File: config.mk
export PLATFORM = sky130hd
export DESIGN_NAME = expseq_top
export DESIGN_NICKNAME = d
export VERILOG_FILES = /design/src/logic/expseq_pkg.sv /design/src/logic/expseq_cfg_if.sv /design/src/logic/expseq_ahb_regs.sv /design/src/logic/expseq_top.sv
export SDC_FILE = /design/constraint.sdc
export NUM_CORES = 1
export LEC_CHECK = 0
export ABC_AREA = 1
export BUFFER_PORTS_ARGS = -buffer_cell sky130_fd_sc_hd__buf_2
export CAP_MARGIN = 40
export CORE_UTILIZATION = 54
export DETAILED_ROUTE_END_ITERATION = 8
export PLACE_DENSITY = 0.76
export SLEW_MARGIN = 10
export SYNTH_ARGS = -nofsm -noshare
export SYNTH_HDL_FRONTEND = slang
export SYNTH_SLANG_ARGS = --single-unit
File: constraint.sdc
create_clock -name core_clk -period 3.3 [get_ports core_clk]
set_clock_uncertainty 0.05 [all_clocks]
set_input_delay 0.66 -clock core_clk [delete_from_list [all_inputs] [get_ports core_clk]]
set_output_delay 0.66 -clock core_clk [all_outputs]
set_load 0.05 [all_outputs]
File: src/logic/expseq_pkg.sv
`default_nettype none
package expseq_pkg;

  // ************************************************************
  // register map (word aligned byte addresses)
  // ************************************************************
  localparam logic [7:0] ctrl_addr = 8'h00;
  localparam logic [7:0] frames_addr = 8'h04;
  localparam logic [7:0] expose_addr = 8'h08;
  localparam logic [7:0] readout_addr = 8'h0c;
  localparam logic [7:0] interval_addr = 8'h10;
  localparam logic [7:0] status_addr = 8'h14;

  // ************************************************************
  // control fields
  // ************************************************************
  localparam int ctrl_sel_lo = 0;
  localparam int ctrl_sel_hi = 1;
  localparam int ctrl_pol_bit = 2;
  localparam int ctrl_run_bit = 3;
  localparam int ctrl_cap_bit = 4;
  localparam int ctrl_rate_bit = 8;

  localparam logic [1:0] sel_none = 2'h0;
  localparam logic [1:0] sel_standard = 2'h1;
  localparam logic [1:0] sel_pulse_driven_exposure = 2'h2;

  // ************************************************************
  // reset values, counts in core_clk cycles
  // ************************************************************
  localparam logic [31:0] expose_rst = 32'h0000_0064;
  localparam logic [31:0] readout_rst = 32'h0000_00c8;
  localparam logic [31:0] interval_rst = 32'h0000_03e8;
  localparam logic [15:0] frames_rst = 16'h0001;
  localparam logic [31:0] count_one = 32'h0000_0001;
  localparam logic [15:0] frames_one = 16'h0001;
  localparam logic [15:0] frames_zero = 16'h0000;

  typedef enum logic [2:0] {
    expseq_idle,
    expseq_expose,
    expseq_readout,
    expseq_wait_repeat,
    expseq_done
  } expseq_state_e;

  typedef enum logic [1:0] {
    expseq_mode_soft,
    expseq_mode_stream,
    expseq_mode_async,
    expseq_mode_bulb
  } expseq_mode_e;

endpackage
`default_nettype wire

File: src/logic/expseq_cfg_if.sv
`timescale 1ns/10ps
`default_nettype none
interface expseq_cfg_if;
  logic [1:0] start_select;
  logic start_edge_select;
  logic run;
  logic capture;
  logic [15:0] frames;
  logic [31:0] expose_len;
  logic [31:0] readout_len;
  logic [31:0] interval_len;
  logic [2:0] state;
  logic strobe;
  logic [15:0] frames_done;
  logic [1:0] mode;

  modport regs (
    output start_select, start_edge_select, run, capture, frames,
    output expose_len, readout_len, interval_len,
    input state, strobe, frames_done, mode
  );
  modport core (
    input start_select, start_edge_select, run, capture, frames,
    input expose_len, readout_len, interval_len,
    output state, strobe, frames_done, mode
  );
endinterface
`default_nettype wire

File: src/logic/expseq_ahb_regs.sv
`timescale 1ns/10ps
`default_nettype none
module expseq_ahb_regs (
  input wire logic core_clk,
  input wire logic rst,
  input wire logic hsel,
  input wire logic [31:0] haddr,
  input wire logic [1:0] htrans,
  input wire logic hwrite,
  input wire logic [2:0] hsize,
  input wire logic [31:0] hwdata,
  input wire logic hready,
  output logic [31:0] hrdata,
  output logic hreadyout,
  output logic hresp,
  expseq_cfg_if.regs cfg
);
  logic wr_pend;
  logic [7:0] wr_addr;
  logic [7:0] a;
  logic take;
  logic rate;

  assign take = hsel && hready && htrans[1];
  assign a = haddr[7:0];
  assign hreadyout = 1'b1;
  assign hresp = 1'b0;

  always_ff @(posedge core_clk) begin
    if (rst) begin
      wr_pend <= 1'b0;
      wr_addr <= 8'h00;
    end else begin
      wr_pend <= take && hwrite && (hsize == 3'h2);
      wr_addr <= a;
    end
  end

  // capture is a one-cycle pulse; all other fields hold
  always_ff @(posedge core_clk) begin
    if (rst) begin
      cfg.start_select <= expseq_pkg::sel_none;
      cfg.start_edge_select <= 1'b0;
      cfg.run <= 1'b0;
      cfg.capture <= 1'b0;
      rate <= 1'b0;
      cfg.frames <= expseq_pkg::frames_rst;
      cfg.expose_len <= expseq_pkg::expose_rst;
      cfg.readout_len <= expseq_pkg::readout_rst;
      cfg.interval_len <= expseq_pkg::interval_rst;
    end else begin
      cfg.capture <= 1'b0;
      if (wr_pend) begin
        if (wr_addr == expseq_pkg::ctrl_addr) begin
          cfg.start_select <=
            hwdata[expseq_pkg::ctrl_sel_hi:expseq_pkg::ctrl_sel_lo];
          cfg.start_edge_select <= hwdata[expseq_pkg::ctrl_pol_bit];
          cfg.run <= hwdata[expseq_pkg::ctrl_run_bit];
          cfg.capture <= hwdata[expseq_pkg::ctrl_cap_bit];
          rate <= hwdata[expseq_pkg::ctrl_rate_bit];
        end else if (wr_addr == expseq_pkg::frames_addr) begin
          cfg.frames <= hwdata[15:0];
        end else if (wr_addr == expseq_pkg::expose_addr) begin
          cfg.expose_len <= hwdata;
        end else if (wr_addr == expseq_pkg::readout_addr) begin
          cfg.readout_len <= hwdata;
        end else if (wr_addr == expseq_pkg::interval_addr) begin
          cfg.interval_len <= hwdata;
        end
      end
    end
  end

  // readback registered at the address phase
  always_ff @(posedge core_clk) begin
    if (rst) begin
      hrdata <= 32'h0000_0000;
    end else if (take && !hwrite) begin
      if (a == expseq_pkg::ctrl_addr) begin
        hrdata <= {23'h000000, rate, 3'h0, 1'b0, cfg.run,
                   cfg.start_edge_select, cfg.start_select};
      end else if (a == expseq_pkg::frames_addr) begin
        hrdata <= {16'h0000, cfg.frames};
      end else if (a == expseq_pkg::expose_addr) begin
        hrdata <= cfg.expose_len;
      end else if (a == expseq_pkg::readout_addr) begin
        hrdata <= cfg.readout_len;
      end else if (a == expseq_pkg::interval_addr) begin
        hrdata <= cfg.interval_len;
      end else if (a == expseq_pkg::status_addr) begin
        hrdata <= {cfg.frames_done, 8'h00, 1'b0, cfg.mode, cfg.strobe,
                   1'b0, cfg.state};
      end else begin
        hrdata <= 32'h0000_0000;
      end
    end
  end
endmodule // expseq_ahb_regs
`default_nettype wire

File: src/logic/expseq_top.sv
`timescale 1ns/10ps
`default_nettype none
// Contract
// in streaming mode an exposure starts when the trigger goes active.
// streaming exposures last the set time, then read out, then repeat at the interval untriggered.
// once streaming has started, further triggers are ignored until stopped.
// in async mode each trigger starts one timed exposure and one readout.
// in async mode triggers during readout are ignored.
// after an async readout the device waits idle for the next trigger.
// in bulb mode exposure spans the time the trigger is held active.
// in bulb mode trigger changes during readout are ignored.
// strobe is high exactly while an exposure is active.
// with hardware start off, a capture command takes exactly the frame count.
// standard start with frame count zero or above one selects streaming.
// standard start with frame count one selects async mode.
// pulse-driven start selects bulb mode.
// the polarity setting picks the starting edge and the active level.
// trigger behaviour does not depend on pixel rate, binning, gain or offset.
// stopping returns to idle with strobe low; a new start re-arms.
module expseq_top (
  input wire logic core_clk,
  input wire logic rst,
  input wire logic hsel,
  input wire logic [31:0] haddr,
  input wire logic [1:0] htrans,
  input wire logic hwrite,
  input wire logic [2:0] hsize,
  input wire logic [31:0] hwdata,
  input wire logic hready,
  output logic [31:0] hrdata,
  output logic hreadyout,
  output logic hresp,
  input wire logic trigger_in,
  output logic strobe,
  output logic readout_active
);
  expseq_cfg_if cfg ();

  expseq_ahb_regs u_regs (
    .core_clk(core_clk),
    .rst(rst),
    .hsel(hsel),
    .haddr(haddr),
    .htrans(htrans),
    .hwrite(hwrite),
    .hsize(hsize),
    .hwdata(hwdata),
    .hready(hready),
    .hrdata(hrdata),
    .hreadyout(hreadyout),
    .hresp(hresp),
    .cfg(cfg)
  );

  // ************************************************************
  // trigger conditioning
  // ************************************************************
  logic trig_level;
  logic trig_prev;
  logic trig_edge;
  logic trig_active;

  // polarity folded in so all later logic sees active-high
  assign trig_level = cfg.start_edge_select ? trigger_in : !trigger_in;

  always_ff @(posedge core_clk) begin
    if (rst) begin
      trig_prev <= 1'b0;
    end else begin
      trig_prev <= trig_level;
    end
  end

  assign trig_edge = trig_level && !trig_prev;
  assign trig_active = trig_level;

  // ************************************************************
  // mode selection
  // ************************************************************
  expseq_pkg::expseq_mode_e sel_mode;
  expseq_pkg::expseq_mode_e mode;

  // pixel rate and other readout settings never enter here
  always_comb begin
    case (cfg.start_select)
      expseq_pkg::sel_standard: begin
        if (cfg.frames == expseq_pkg::frames_one) begin
          sel_mode = expseq_pkg::expseq_mode_async;
        end else begin
          sel_mode = expseq_pkg::expseq_mode_stream;
        end
      end
      expseq_pkg::sel_pulse_driven_exposure: begin
        sel_mode = expseq_pkg::expseq_mode_bulb;
      end
      default: begin
        sel_mode = expseq_pkg::expseq_mode_soft;
      end
    endcase
  end

  // ************************************************************
  // sequencer
  // ************************************************************
  expseq_pkg::expseq_state_e state;
  expseq_pkg::expseq_state_e next_state;
  logic [31:0] cnt;
  logic [31:0] ivl;
  logic [15:0] frames_done;
  logic cnt_end;
  logic ivl_end;
  logic soft_last;

  assign cnt_end = (cnt <= expseq_pkg::count_one);
  assign ivl_end = (ivl <= expseq_pkg::count_one);
  assign soft_last = (frames_done + 16'h0001) >= cfg.frames;

  always_comb begin
    next_state = state;
    case (state)
      expseq_pkg::expseq_idle: begin
        if (mode == expseq_pkg::expseq_mode_soft) begin
          if (cfg.capture && cfg.frames != expseq_pkg::frames_zero) begin
            next_state = expseq_pkg::expseq_expose;
          end
        end else if (cfg.run && trig_edge) begin
          next_state = expseq_pkg::expseq_expose;
        end
      end
      expseq_pkg::expseq_expose: begin
        if (mode == expseq_pkg::expseq_mode_bulb) begin
          if (!trig_active) begin
            next_state = expseq_pkg::expseq_readout;
          end
        end else if (cnt_end) begin
          next_state = expseq_pkg::expseq_readout;
        end
      end
      expseq_pkg::expseq_readout: begin
        // trigger not looked at while reading out
        if (cnt_end) begin
          case (mode)
            expseq_pkg::expseq_mode_stream: begin
              next_state = ivl_end ? expseq_pkg::expseq_expose
                                   : expseq_pkg::expseq_wait_repeat;
            end
            expseq_pkg::expseq_mode_soft: begin
              next_state = soft_last ? expseq_pkg::expseq_idle
                                     : expseq_pkg::expseq_expose;
            end
            default: begin
              next_state = expseq_pkg::expseq_idle;
            end
          endcase
        end
      end
      expseq_pkg::expseq_wait_repeat: begin
        if (ivl_end) begin
          next_state = expseq_pkg::expseq_expose;
        end
      end
      default: begin
        next_state = expseq_pkg::expseq_idle;
      end
    endcase
    // stop abandons everything, software capture excepted
    if (!cfg.run && mode != expseq_pkg::expseq_mode_soft) begin
      next_state = expseq_pkg::expseq_idle;
    end
  end

  always_ff @(posedge core_clk) begin
    if (rst) begin
      state <= expseq_pkg::expseq_idle;
    end else begin
      state <= next_state;
    end
  end

  // mode latched in idle so reprogramming mid-frame cannot corrupt it
  always_ff @(posedge core_clk) begin
    if (rst) begin
      mode <= expseq_pkg::expseq_mode_soft;
    end else if (state == expseq_pkg::expseq_idle) begin
      mode <= sel_mode;
    end
  end

  // phase counter: loaded on entry to expose and readout
  always_ff @(posedge core_clk) begin
    if (rst) begin
      cnt <= expseq_pkg::count_one;
    end else if (next_state == expseq_pkg::expseq_expose &&
                 state != expseq_pkg::expseq_expose) begin
      cnt <= cfg.expose_len;
    end else if (next_state == expseq_pkg::expseq_readout &&
                 state != expseq_pkg::expseq_readout) begin
      cnt <= cfg.readout_len;
    end else if (!cnt_end) begin
      cnt <= cnt - expseq_pkg::count_one;
    end
  end

  // repeat interval measured from each exposure start
  always_ff @(posedge core_clk) begin
    if (rst) begin
      ivl <= expseq_pkg::count_one;
    end else if (next_state == expseq_pkg::expseq_expose &&
                 state != expseq_pkg::expseq_expose) begin
      ivl <= cfg.interval_len;
    end else if (next_state == expseq_pkg::expseq_idle) begin
      ivl <= expseq_pkg::count_one;
    end else if (!ivl_end) begin
      ivl <= ivl - expseq_pkg::count_one;
    end
  end

  always_ff @(posedge core_clk) begin
    if (rst) begin
      frames_done <= 16'h0000;
    end else if (state == expseq_pkg::expseq_idle &&
                 next_state == expseq_pkg::expseq_expose) begin
      frames_done <= 16'h0000;
    end else if (state == expseq_pkg::expseq_readout && cnt_end) begin
      frames_done <= frames_done + 16'h0001;
    end
  end

  // ************************************************************
  // outputs
  // ************************************************************
  always_ff @(posedge core_clk) begin
    if (rst) begin
      strobe <= 1'b0;
      readout_active <= 1'b0;
    end else begin
      strobe <= (next_state == expseq_pkg::expseq_expose);
      readout_active <= (next_state == expseq_pkg::expseq_readout);
    end
  end

  assign cfg.state = state;
  assign cfg.strobe = strobe;
  assign cfg.frames_done = frames_done;
  assign cfg.mode = mode;
endmodule // expseq_top
`default_nettype wire

# Word level (Yosys, flattened, before mapping)
# Cells that the tools add are included.
word_totals:
  input_bits: 75
  reg_bits: 247
  elab_cells: 114
  out_inout_bits: 36
op_classes:
  n_reduce_logical: 31
  n_bitwise: 5
  order_cmp: 3
  n_eq_ne: 24
  n_addsub: 3
  n_mux: 28
op_table:
  columns: ["op", "count"]
  rows:
  - ["32-bit 2-to-1 mux", 12]
  - ["32-bit by 1-bit <= comparator with 1-bit output, second input constant", 2]
  - ["32-bit by 1-bit subtractor with 32-bit output, second input constant", 2]
  - ["8-bit by 4-bit equality test with 1-bit output, second input constant", 4]
  - ["3-bit 2-to-1 mux", 9]
  - ["8-bit by 5-bit equality test with 1-bit output, second input constant", 3]
  - ["16-bit by 1-bit adder with 16-bit output, second input constant", 1]
  - ["16-bit by 1-bit equality test with 1-bit output, second input constant", 1]
  - ["8-bit by 3-bit equality test with 1-bit output, second input constant", 2]
  - ["16-bit greater-or-equal comparator", 1]
  - ["8-bit zero test", 2]
  - ["16-bit nonzero test", 1]
  - ["1-bit logical AND", 13]
  - ["3-bit by 2-bit equality test with 1-bit output, second input constant", 4]
  - ["3-bit one-hot mux with 4 select lines", 1]
  - ["3-bit by 1-bit != test with 1-bit output, second input constant", 3]
  - ["2-bit one-hot mux with 2 select lines", 2]
  - ["3-bit by 1-bit equality test with 1-bit output, second input constant", 2]
  - ["3-bit zero test", 2]
  - ["6-bit AND reduction", 1]
  - ["1-bit NOT", 5]
  - ["5-bit AND reduction", 1]
  - ["2-bit by 1-bit equality test with 1-bit output, second input constant", 2]
  - ["2-bit equality test, second input constant", 2]
  - ["11 further kinds", 16]

# Depth between registers and ports, before layout
# Gate-level depths: netlist of the first run.
logic_depth:
  word_depth: 12
  depth_mapped: 25
  depth_no_buf: 24

# Modules after synthesis
# A second synthesis of the first run with hierarchy kept.
hier_totals:
  cells_unflattened: 1933
  hier_area_um2: 13217.7
by_module_without_submodules:
  columns: ["mod", "instances", "cells_per_inst", "area_each_um2", "seq_area_each_um2"]
  rows:
  - ["expseq_ahb_regs", 1, 902, 6658.9, 3183.1]
  - ["expseq_top", 1, 1031, 6558.8, 1761.7]

# Worst setup path after synthesis of the first run
# Ideal clock, no wire load.
synth_path:
  kind: "register -> register"
  from: "register frames_done[0] (netlist: cfg.frames_done[0])"
  to: "register cnt[31]"
  setup_ns: 0.112
  setup_slack_ns: -0.017
  required_time_ns: 3.138
  period_less_slack_ns: 3.317
  arrival_ns: 3.155
  stages_incl_launch_ff: 24
  n_path_buf: 2
  cell_sequence: "dfxtp_1 > ha_1 > nand2_1 > nor2_1 > nand3_1 > nor3_1 > nand3_1 > nor3_1 > nand3_1 > xor2_1 > ha_1 > nand2_1 > nor3_1 > nand2_1 > nand2_1 > nand2_1 > nand2_2 > nand3_4 > nand4_2 > buf_6 > buf_2 > nand3_1 > nor2_1 > nor2_1"
synth_between:
  elab_chain_cells: 11
  elab_cells_between_ends: 14
  classes_between: "1 x add/sub; 1 x order compare; 3 x eq/ne; 7 x mux; 2 x reduce/logical"
synth_lines:
  columns: ["element", "line_no", "text"]
  rows:
  - ["start: declaration", "expseq_top.sv:109", "logic [15:0] frames_done;"]
  - ["start signal: assignment", "expseq_top.sv:225", "frames_done <= frames_done + 16'h0001;"]
  - ["16-bit by 1-bit adder with 16-bit output *", "expseq_top.sv:116", "assign soft_last = (frames_done + 16'h0001) >= cfg.frames;"]
  - ["16-bit greater-or-equal comparator *", "expseq_top.sv:116", null]
  - ["1-bit 2-to-1 mux *", "expseq_top.sv:148", "next_state = soft_last ? expseq_pkg::expseq_idle"]
  - ["2-bit one-hot mux with 2 select lines *", "expseq_top.sv:142", "case (mode)"]
  - ["3-bit 2-to-1 mux *", "expseq_top.sv:141", "if (cnt_end) begin"]
  - ["3-bit one-hot mux with 4 select lines *", "expseq_top.sv:120", "case (state)"]
  - ["3-bit 2-to-1 mux *", "expseq_top.sv:167", "if (!cfg.run && mode != expseq_pkg::expseq_mode_soft) begin"]
  - ["3-bit by 2-bit equality test with 1-bit output", "expseq_top.sv:196", "end else if (next_state == expseq_pkg::expseq_readout &&"]
  - ["1-bit logical AND", "expseq_top.sv:196", null]
  - ["32-bit 2-to-1 mux", "expseq_top.sv:196", null]
  - ["32-bit 2-to-1 mux", "expseq_top.sv:193", "end else if (next_state == expseq_pkg::expseq_expose &&"]
  - ["end signal: assignment", "expseq_top.sv:192", "cnt <= expseq_pkg::count_one;"]
  - ["end signal: assignment", "expseq_top.sv:195", "cnt <= cfg.expose_len;"]
  - ["end signal: assignment", "expseq_top.sv:198", "cnt <= cfg.readout_len;"]
  - ["end: declaration", "expseq_top.sv:107", "logic [31:0] cnt;"]
# Every way passes the cells marked *; elsewhere a longest branch is shown, timed or not.
# A chain may end at the register's enable or synchronous reset.

# Worst setup path after layout of the first run
layout_path:
  from: "register frames_done[1] (netlist: cfg.frames_done[1])"
  to: "register ivl[14]"
layout_between:
  elab_chain_cells: 10
  elab_cells_between_ends: 13
  classes_between: "1 x add/sub; 1 x order compare; 2 x eq/ne; 7 x mux; 2 x reduce/logical"
layout_lines:
  columns: ["element", "line_no", "text"]
  rows:
  - ["16-bit by 1-bit adder with 16-bit output *", "expseq_top.sv:116", null]
  - ["16-bit greater-or-equal comparator *", "expseq_top.sv:116", null]
  - ["1-bit 2-to-1 mux *", "expseq_top.sv:148", null]
  - ["2-bit one-hot mux with 2 select lines *", "expseq_top.sv:142", null]
  - ["3-bit 2-to-1 mux *", "expseq_top.sv:141", null]
  - ["3-bit one-hot mux with 4 select lines *", "expseq_top.sv:120", null]
  - ["3-bit 2-to-1 mux *", "expseq_top.sv:167", null]
  - ["3-bit by 1-bit equality test with 1-bit output or 3-bit zero test (tied branches)", "expseq_top.sv:208, expseq_top.sv:211", null]
  - ["1-bit logical AND or 32-bit 2-to-1 mux (tied branches)", "expseq_top.sv:208, expseq_top.sv:211", null]
  - ["3-bit by 1-bit != test with 1-bit output (no source line) or 32-bit 2-to-1 mux (tied branches)", null, null]
  - ["end signal: assignment", "expseq_top.sv:207", "ivl <= expseq_pkg::count_one;"]
  - ["end signal: assignment", "expseq_top.sv:210", "ivl <= cfg.interval_len;"]
  - ["end signal: assignment", "expseq_top.sv:212", "ivl <= expseq_pkg::count_one;"]
  - ["end: declaration", "expseq_top.sv:108", "logic [31:0] ivl;"]
# Marks and branches as above.

==> out/results.ini, run 1 <==
[place]
portBuffers=83
gp_congestion=0.949
dp.cells=2219
hpwl_mm=27.9
place_area_um2=13900

[worst_hold_path]
hp-class=input pin to flip-flop

[yosys]
synth_edf_count=0
synth_seq_cells=247
synth_seq_area_share_pct=38.6
synth_ff_type=dfxtp_1
synth.avg_cell_area_um2=6.96
ys_warn_count=0
async_flop_share_pct=0
syn_area_um2=12800
synth_cells=1838
synth_cell_type_count=49

[timing]
finalSetupViolations=64
fin_setup_tns_ps=-15820
max_freq_mhz=279
fin_crit_sh_pct=109
hold_viol=0
relSlewSlack_pct=38.5
min_period_ps=3590
rsz0062_at_grt=true
layout_setup_ws_ps=-286
drv_slew=0
tightestPinTransition_ps=919

[die]
die_h_um=156
ioPinCount=111
die_area_um2=24300
num_rows=55
core_um2=22900
fp.dieW_um=156
initial_core_util_pct=55.8

[drt]
routedWlPerCell_um=17.7
ant_nets=0
num_vias=13000
wirelength_mm=40.7
dr.pass1.iters=6
drt_iter0_drc=1427
drc=0
via_per_inst=5.67

[clocking]
cts_root_buffer=clkbuf_16
htreeDepth=1
cts_made_buffers=26
clk_pin_slew_ps=70
cts_tree=done
clkSinkCount=247
clock_latency_ps=540
clk_path_buf_depth=3
cts_hold_buf=0

[grt]
grt_max_degree=80
grt_pass1_wl_mm=61.9
grt_pass1_vias=11900
antenna_found_initial=0
grt_overflow=0
grtUsageTotal_pct=32.1

[pwr]
powerDensity_nw_per_um2=517
power_uw=8060
p_leak_uw=0.00704
ir_drop_mv=0.431

[worst_setup_path]
arrival_ps=3960
r2r_setup_slack_ps=-290
critical_path_class=flip-flop to flip-flop
cp_max_fo=16
worstPathRequired_ps=3670
start_kind=flip-flop
crit_path_end_kind=flip-flop

[layout]
layoutNonFillerInstCount=2297
seq_area_um2=4960
layout_commonest_cell=nand2_1
layout.nets=2064
multiInputGateArea_um2=7020
fin_area_um2=15600
final_cell_mix=372 x nand2_1, 242 x dfxtp_1, 222 x inv_1
area_delta_synth_final_pct=21.9
drive_gt1_share_pct=17.7
diodes=0
final_core_util_pct=68.1
fillers=1873

[status]
violations=setup timing
status=finished, violations left

[job]
cap_viol_max_count=0

## through the flow
step | worst slack, ps | hold slack (ps)
floorplan | 1.54 | 374
global placement | -440 | 383
detailed placement | -513 | 386
CTS | -218 | 222
global route | -477 | 230
finish | -286 | 229
## power breakdown
group          internal [uW]  total (uW)  switching [uW]  leakage, uW
Combinational            744        1930            1190      0.00463
Sequential              3100        3190            92.9      0.00200
Clock                   1720        2930            1210     0.000420
## cells by family after synthesis
group / synth area share (%)
and+or+nand+nor: 25.9
AOI/OAI and AO/OA: 18.3
buffers and inverters: 10.2
DFF: 38.6
xor gates and xnor gates: 4.59
adders and majority gates: 2.25
other: 0.0587
## sequential cells by signal, summed over array words and instances (netlist names), 3 cells and up
register and count:
cnt 32, cfg.state 3, ivl 32, u_regs.cfg.frames 16, u_regs.cfg.interval_len 32, u_regs.cfg.expose_len 32
cfg.frames_done 16, u_regs.hrdata 32, u_regs.wr_addr 8, u_regs.cfg.readout_len 32
## area by class of cell
type | count | area share, %
well taps | 313 | 2.51
clock inverters | 6 | 0.369
multi-input cells | 1271 | 45.0
clock buffers | 40 | 5.09
inverters | 229 | 5.51
flip-flops and latches | 247 | 31.8
repair buffers | 191 | 9.71
## routing by layer
| metal | vias to the layer above | wire length, um | track usage, % |
|---|---|---|---|
| met5 | - | 0 | 0 |
| met4 | 0 | 1080 | 7.89 |
| met3 | 82 | 3960 | 6.06 |
| met2 | 612 | 18800 | 52.2 |
| met1 | 6071 | 16900 | 43.8 |
| li1 | 6268 | - | - |
## synth_stat cells, types with 23 or more instances
cell type  number  area [um^2]
a21oi_1       188          941
clkbuf_1       62          233
dfxtp_1       247         4940
ha_1           23          288
inv_1         226          848
nand2_1       383         1440
nand3_1       114          571
nor2_1        169          634
nor3_1         29          145
o211ai_1       47          353
o21ai_0       136          681
xor2_1         53          464
## critical path: stages, from the launching register on
cell       delay (ps)
dfxtp_4           380
nand3_4            90
nor3_4            160
nand3_2           130
nor3_4            160
nand3_2           100
nor2_2            130
nand2_1            90
xor2_1            280
ha_1              340
a21oi_2           230
o21bai_4           70
a21oi_2           150
nand2_4           100
nand2_2            80
nand2_2            60
nand3_4           120
nand3_4           100
nor2_4            140
buf_4             170
clkbuf_16         180
nand2_1            70
nand3_2            70
nor2_1             40
## worst paths after layout
check / from / to / cells past startpoint
setup reg to reg: cfg.frames_done[1] / ivl[14] / 23
hold / removal: hsize[2] / u_regs.wr_pend / 2
hold reg to reg: u_regs.rate / u_regs.rate / 2
setup / recovery: cfg.frames_done[1] / ivl[14] / 23
## timing repair
item                                    in CTS  in global routing
gates resized for setup                     30                 79
gates cloned                                 0                  8
pin swaps                                    5                 21
buffers inserted                            15                  9
endpoints found under the setup margin      67                 67
No activity file was read; power rests on OpenSTA's default activity.
==> inputs of run 2 (changes only) <==
==> constraint.sdc (replaced) <==
create_clock -name core_clk -period 3.3 [get_ports core_clk]
set_clock_uncertainty 0.05 [all_clocks]
set_input_delay 0.495 -clock core_clk [delete_from_list [all_inputs] [get_ports core_clk]]
set_output_delay 0.495 -clock core_clk [all_outputs]
set_load 0.05 [all_outputs]
==> run 2 against run 1 <==
Effect of this change:
- the flow still finishes with violations (setup timing)
- total power is 4.0% higher
- utilization rose by 0.99 points
- final area grew 1.5%
- sequential power about the same
- register-to-register slack lost 140 ps
- die area is the same
- highest routed layer unchanged
- global-route usage is 0.90 points higher
==> out/results.ini, run 2 (synthesized netlist as in run 1, its figures left out) <==
[grt]
antenna_found_initial=1  ; +1
grt_pass1_vias=12100  ; +2.2%
grt_max_degree=83  ; +3.8%
grtUsageTotal_pct=33.0  ; +0.90 points
grt_overflow=0  ; unchanged
grt_pass1_wl_mm=63.1  ; +2.0%

[timing]
fin_crit_sh_pct=113  ; +4.3 points
drv_slew=0  ; unchanged
tightestPinTransition_ps=787  ; -131 ps
layout_setup_ws_ps=-429  ; -142 ps
fin_setup_tns_ps=-24110  ; -8290 ps
min_period_ps=3730  ; +142 ps
whs_ps=71.2  ; -158 ps
finalSetupViolations=64  ; unchanged
max_freq_mhz=268  ; -3.8%
relSlewSlack_pct=47.3  ; +8.8 points
hold_viol=0  ; unchanged
rsz0062_at_grt=true

[die]
ioPinCount=111  ; unchanged
core_um2=22900  ; unchanged
die_area_um2=24300  ; unchanged
fp.dieW_um=156  ; unchanged
initial_core_util_pct=55.8  ; unchanged
die_h_um=156  ; unchanged
num_rows=55  ; unchanged

[place]
gp_congestion=0.947  ; -0.20%
hpwl_mm=28.2  ; +0.97%
portBuffers=83  ; unchanged

[worst_setup_path]
cp_max_fo=10  ; -6
arrival_ps=4100  ; +140 ps
crit_slowest_cell=dfxtp_2
critical_path_class=flip-flop to flip-flop
reg2reg_depth=23  ; unchanged
critPathMaxStageDelay_ps=360  ; -20 ps
worstPathRequired_ps=3680  ; about the same
crit_path_end_kind=flip-flop
crit_top_cell=nand3_4
start_kind=flip-flop
path_cells=nand3_4 > nor3_4 > nand3_2 > nor3_4 > nand3_2 > nor2_2 > nand2_1 > xor2_2 > ha_1 > a21oi_1 > o21bai_4 > a21oi_2 > nand2_4 > nand2_2 > nand2_2 > nand3_4 > nand3_4 > nor2_4 > buf_6 > clkbuf_16 > nand2_1 > nand3_1 > nor2_1

[pwr]
p_int_uw=5780  ; +3.9%
power.share.sequential_pct=38.2  ; -1.4 points
ir_drop_mv=0.431  ; +0.10%
switching_power_uw=2600  ; +4.2%
power_frac_clock_pct=38.0  ; +1.6 points
power_uw=8380  ; +4.0%
p_comb_share_pct=23.8  ; -0.2 points
p_leak_uw=0.00716  ; +1.7%
swShare_pct=31.0  ; +0.074 points
powerDensity_nw_per_um2=529  ; +2.5%

[clocking]
htreeDepth=1  ; unchanged
cts_root_buffer=clkbuf_16
clk_pin_slew_ps=60  ; about the same
clkSinkCount=247  ; unchanged
clock_latency_ps=550  ; about the same
clk_path_buf_depth=3  ; unchanged
cts_tree=done
cts_hold_buf=0  ; unchanged
cts_made_buffers=27  ; +3.8%

[drt]
num_vias=13100  ; +0.52%
via_per_inst=5.70  ; +0.48%
drc=0  ; unchanged
dr.pass1.iters=6  ; unchanged
wirelength_mm=42.0  ; +3.0%
ant_nets=0  ; unchanged
drt_iter0_drc=1303  ; -8.7%
routedWlPerCell_um=18.3  ; +3.0%

[status]
status=finished, violations left
violations=setup timing

[layout]
fillers=1807  ; -3.5%
layout.nets=2063  ; -0.048%
diodes=0  ; unchanged
drive_gt1_share_pct=18.9  ; +1.1 points
multiInputGateArea_um2=7110  ; +1.3%
area_delta_synth_final_pct=23.7
final_cell_mix=347 x nand2_1, 243 x dfxtp_1, 224 x inv_1
layout_commonest_cell=nand2_1
seq_area_um2=4950  ; about the same

[worst_hold_path]
hp-class=input pin to flip-flop
hold_depth=2  ; unchanged

[job]
cap_viol_max_count=0  ; unchanged

-- run 2: changes by cell type in the layout (fill, tap and decap cells not counted), moves of 3 or more --
cell,change
a21oi_1,-5
a21oi_2,+5
buf_16,+3
buf_4,-8
nand2_1,-25
nand2_2,+16
nand2_4,+10
nand3_1,+5
nand3_2,-4
nor2_1,+3
nor2_2,-3
-- run 2: power groups by stage --
| stage | registers, uW | clock network, uW | logic (uW) |
|---|---|---|---|
| 3_5_place_dp | 3260 | 0 | 1730 |
| 3_3_place_gp | 3260 | 0 | 1690 |
| 2_1_floorplan | 3240 | 0 | 1290 |
| 5_1_grt | 3210 | 3300 | 2190 |
| 4_1_cts | 3200 | 3180 | 1770 |
| 6_report | 3200 | 3190 | 2000 |
-- run 2: layout make-up --
type                       count  area share (%)
multi-input combinational   1271            44.9
sequential                   247            31.3
inverter                     229            5.43
tap                          313            2.47
clock buffer                  39            5.06
clock inverter                10           0.830
timing repair buffer         189            9.95
-- run 2: path summary, 6_finish.rpt --
path                                    startpoint             end  slack, ps
worst max-delay path            cfg.frames_done[2]         ivl[11]       -430
worst min-delay path                      hsize[2]  u_regs.wr_pend         70
worst max register to register  cfg.frames_done[2]         ivl[11]       -430
worst min register to register         u_regs.rate     u_regs.rate        400
-- run 2: metal layers --
layer  wire length, um  GRT usage (%)  up-vias
li1                  -              -     6266
met4              1560           10.8        0
met2             19000           52.4      619
met3              4290           7.44      109
met5                 0              0        -
met1             17100           44.3     6107
-- run 2: through the flow --
step | utilization (%) | setup WS (ps) | instances | area, um^2
after floorplan | - | 1.54 | 1839 | 12800
after global placement | 60.7 | -348 | 2222 | 13900
after detailed placement | 60.8 | -439 | 2223 | 13900
after CTS | 66.3 | -302 | 2284 | 15200
after global routing | 69.1 | -575 | 2298 | 15800
final | 69.1 | -429 | 2298 | 15800
-- run 2: worst max-delay path: cells and delay by family, from the launching register on --
family / cells / cell delay (ps)
XOR/XNOR: 1 / 230
AND/OR/NAND/NOR: 16 / 1830
AO/OA/AOI/OAI: 3 / 530
adder cells (fa/ha/maj): 1 / 290
buffers and inverters: 2 / 320
flip-flops: 1 / 360
-- run 2: timing repair --
item                                    CTS  global route
gates resized for setup                  45            97
pin swaps                                10            65
setup buffers                             9             8
gates cloned                              3             8
endpoints found under the setup margin   65            67
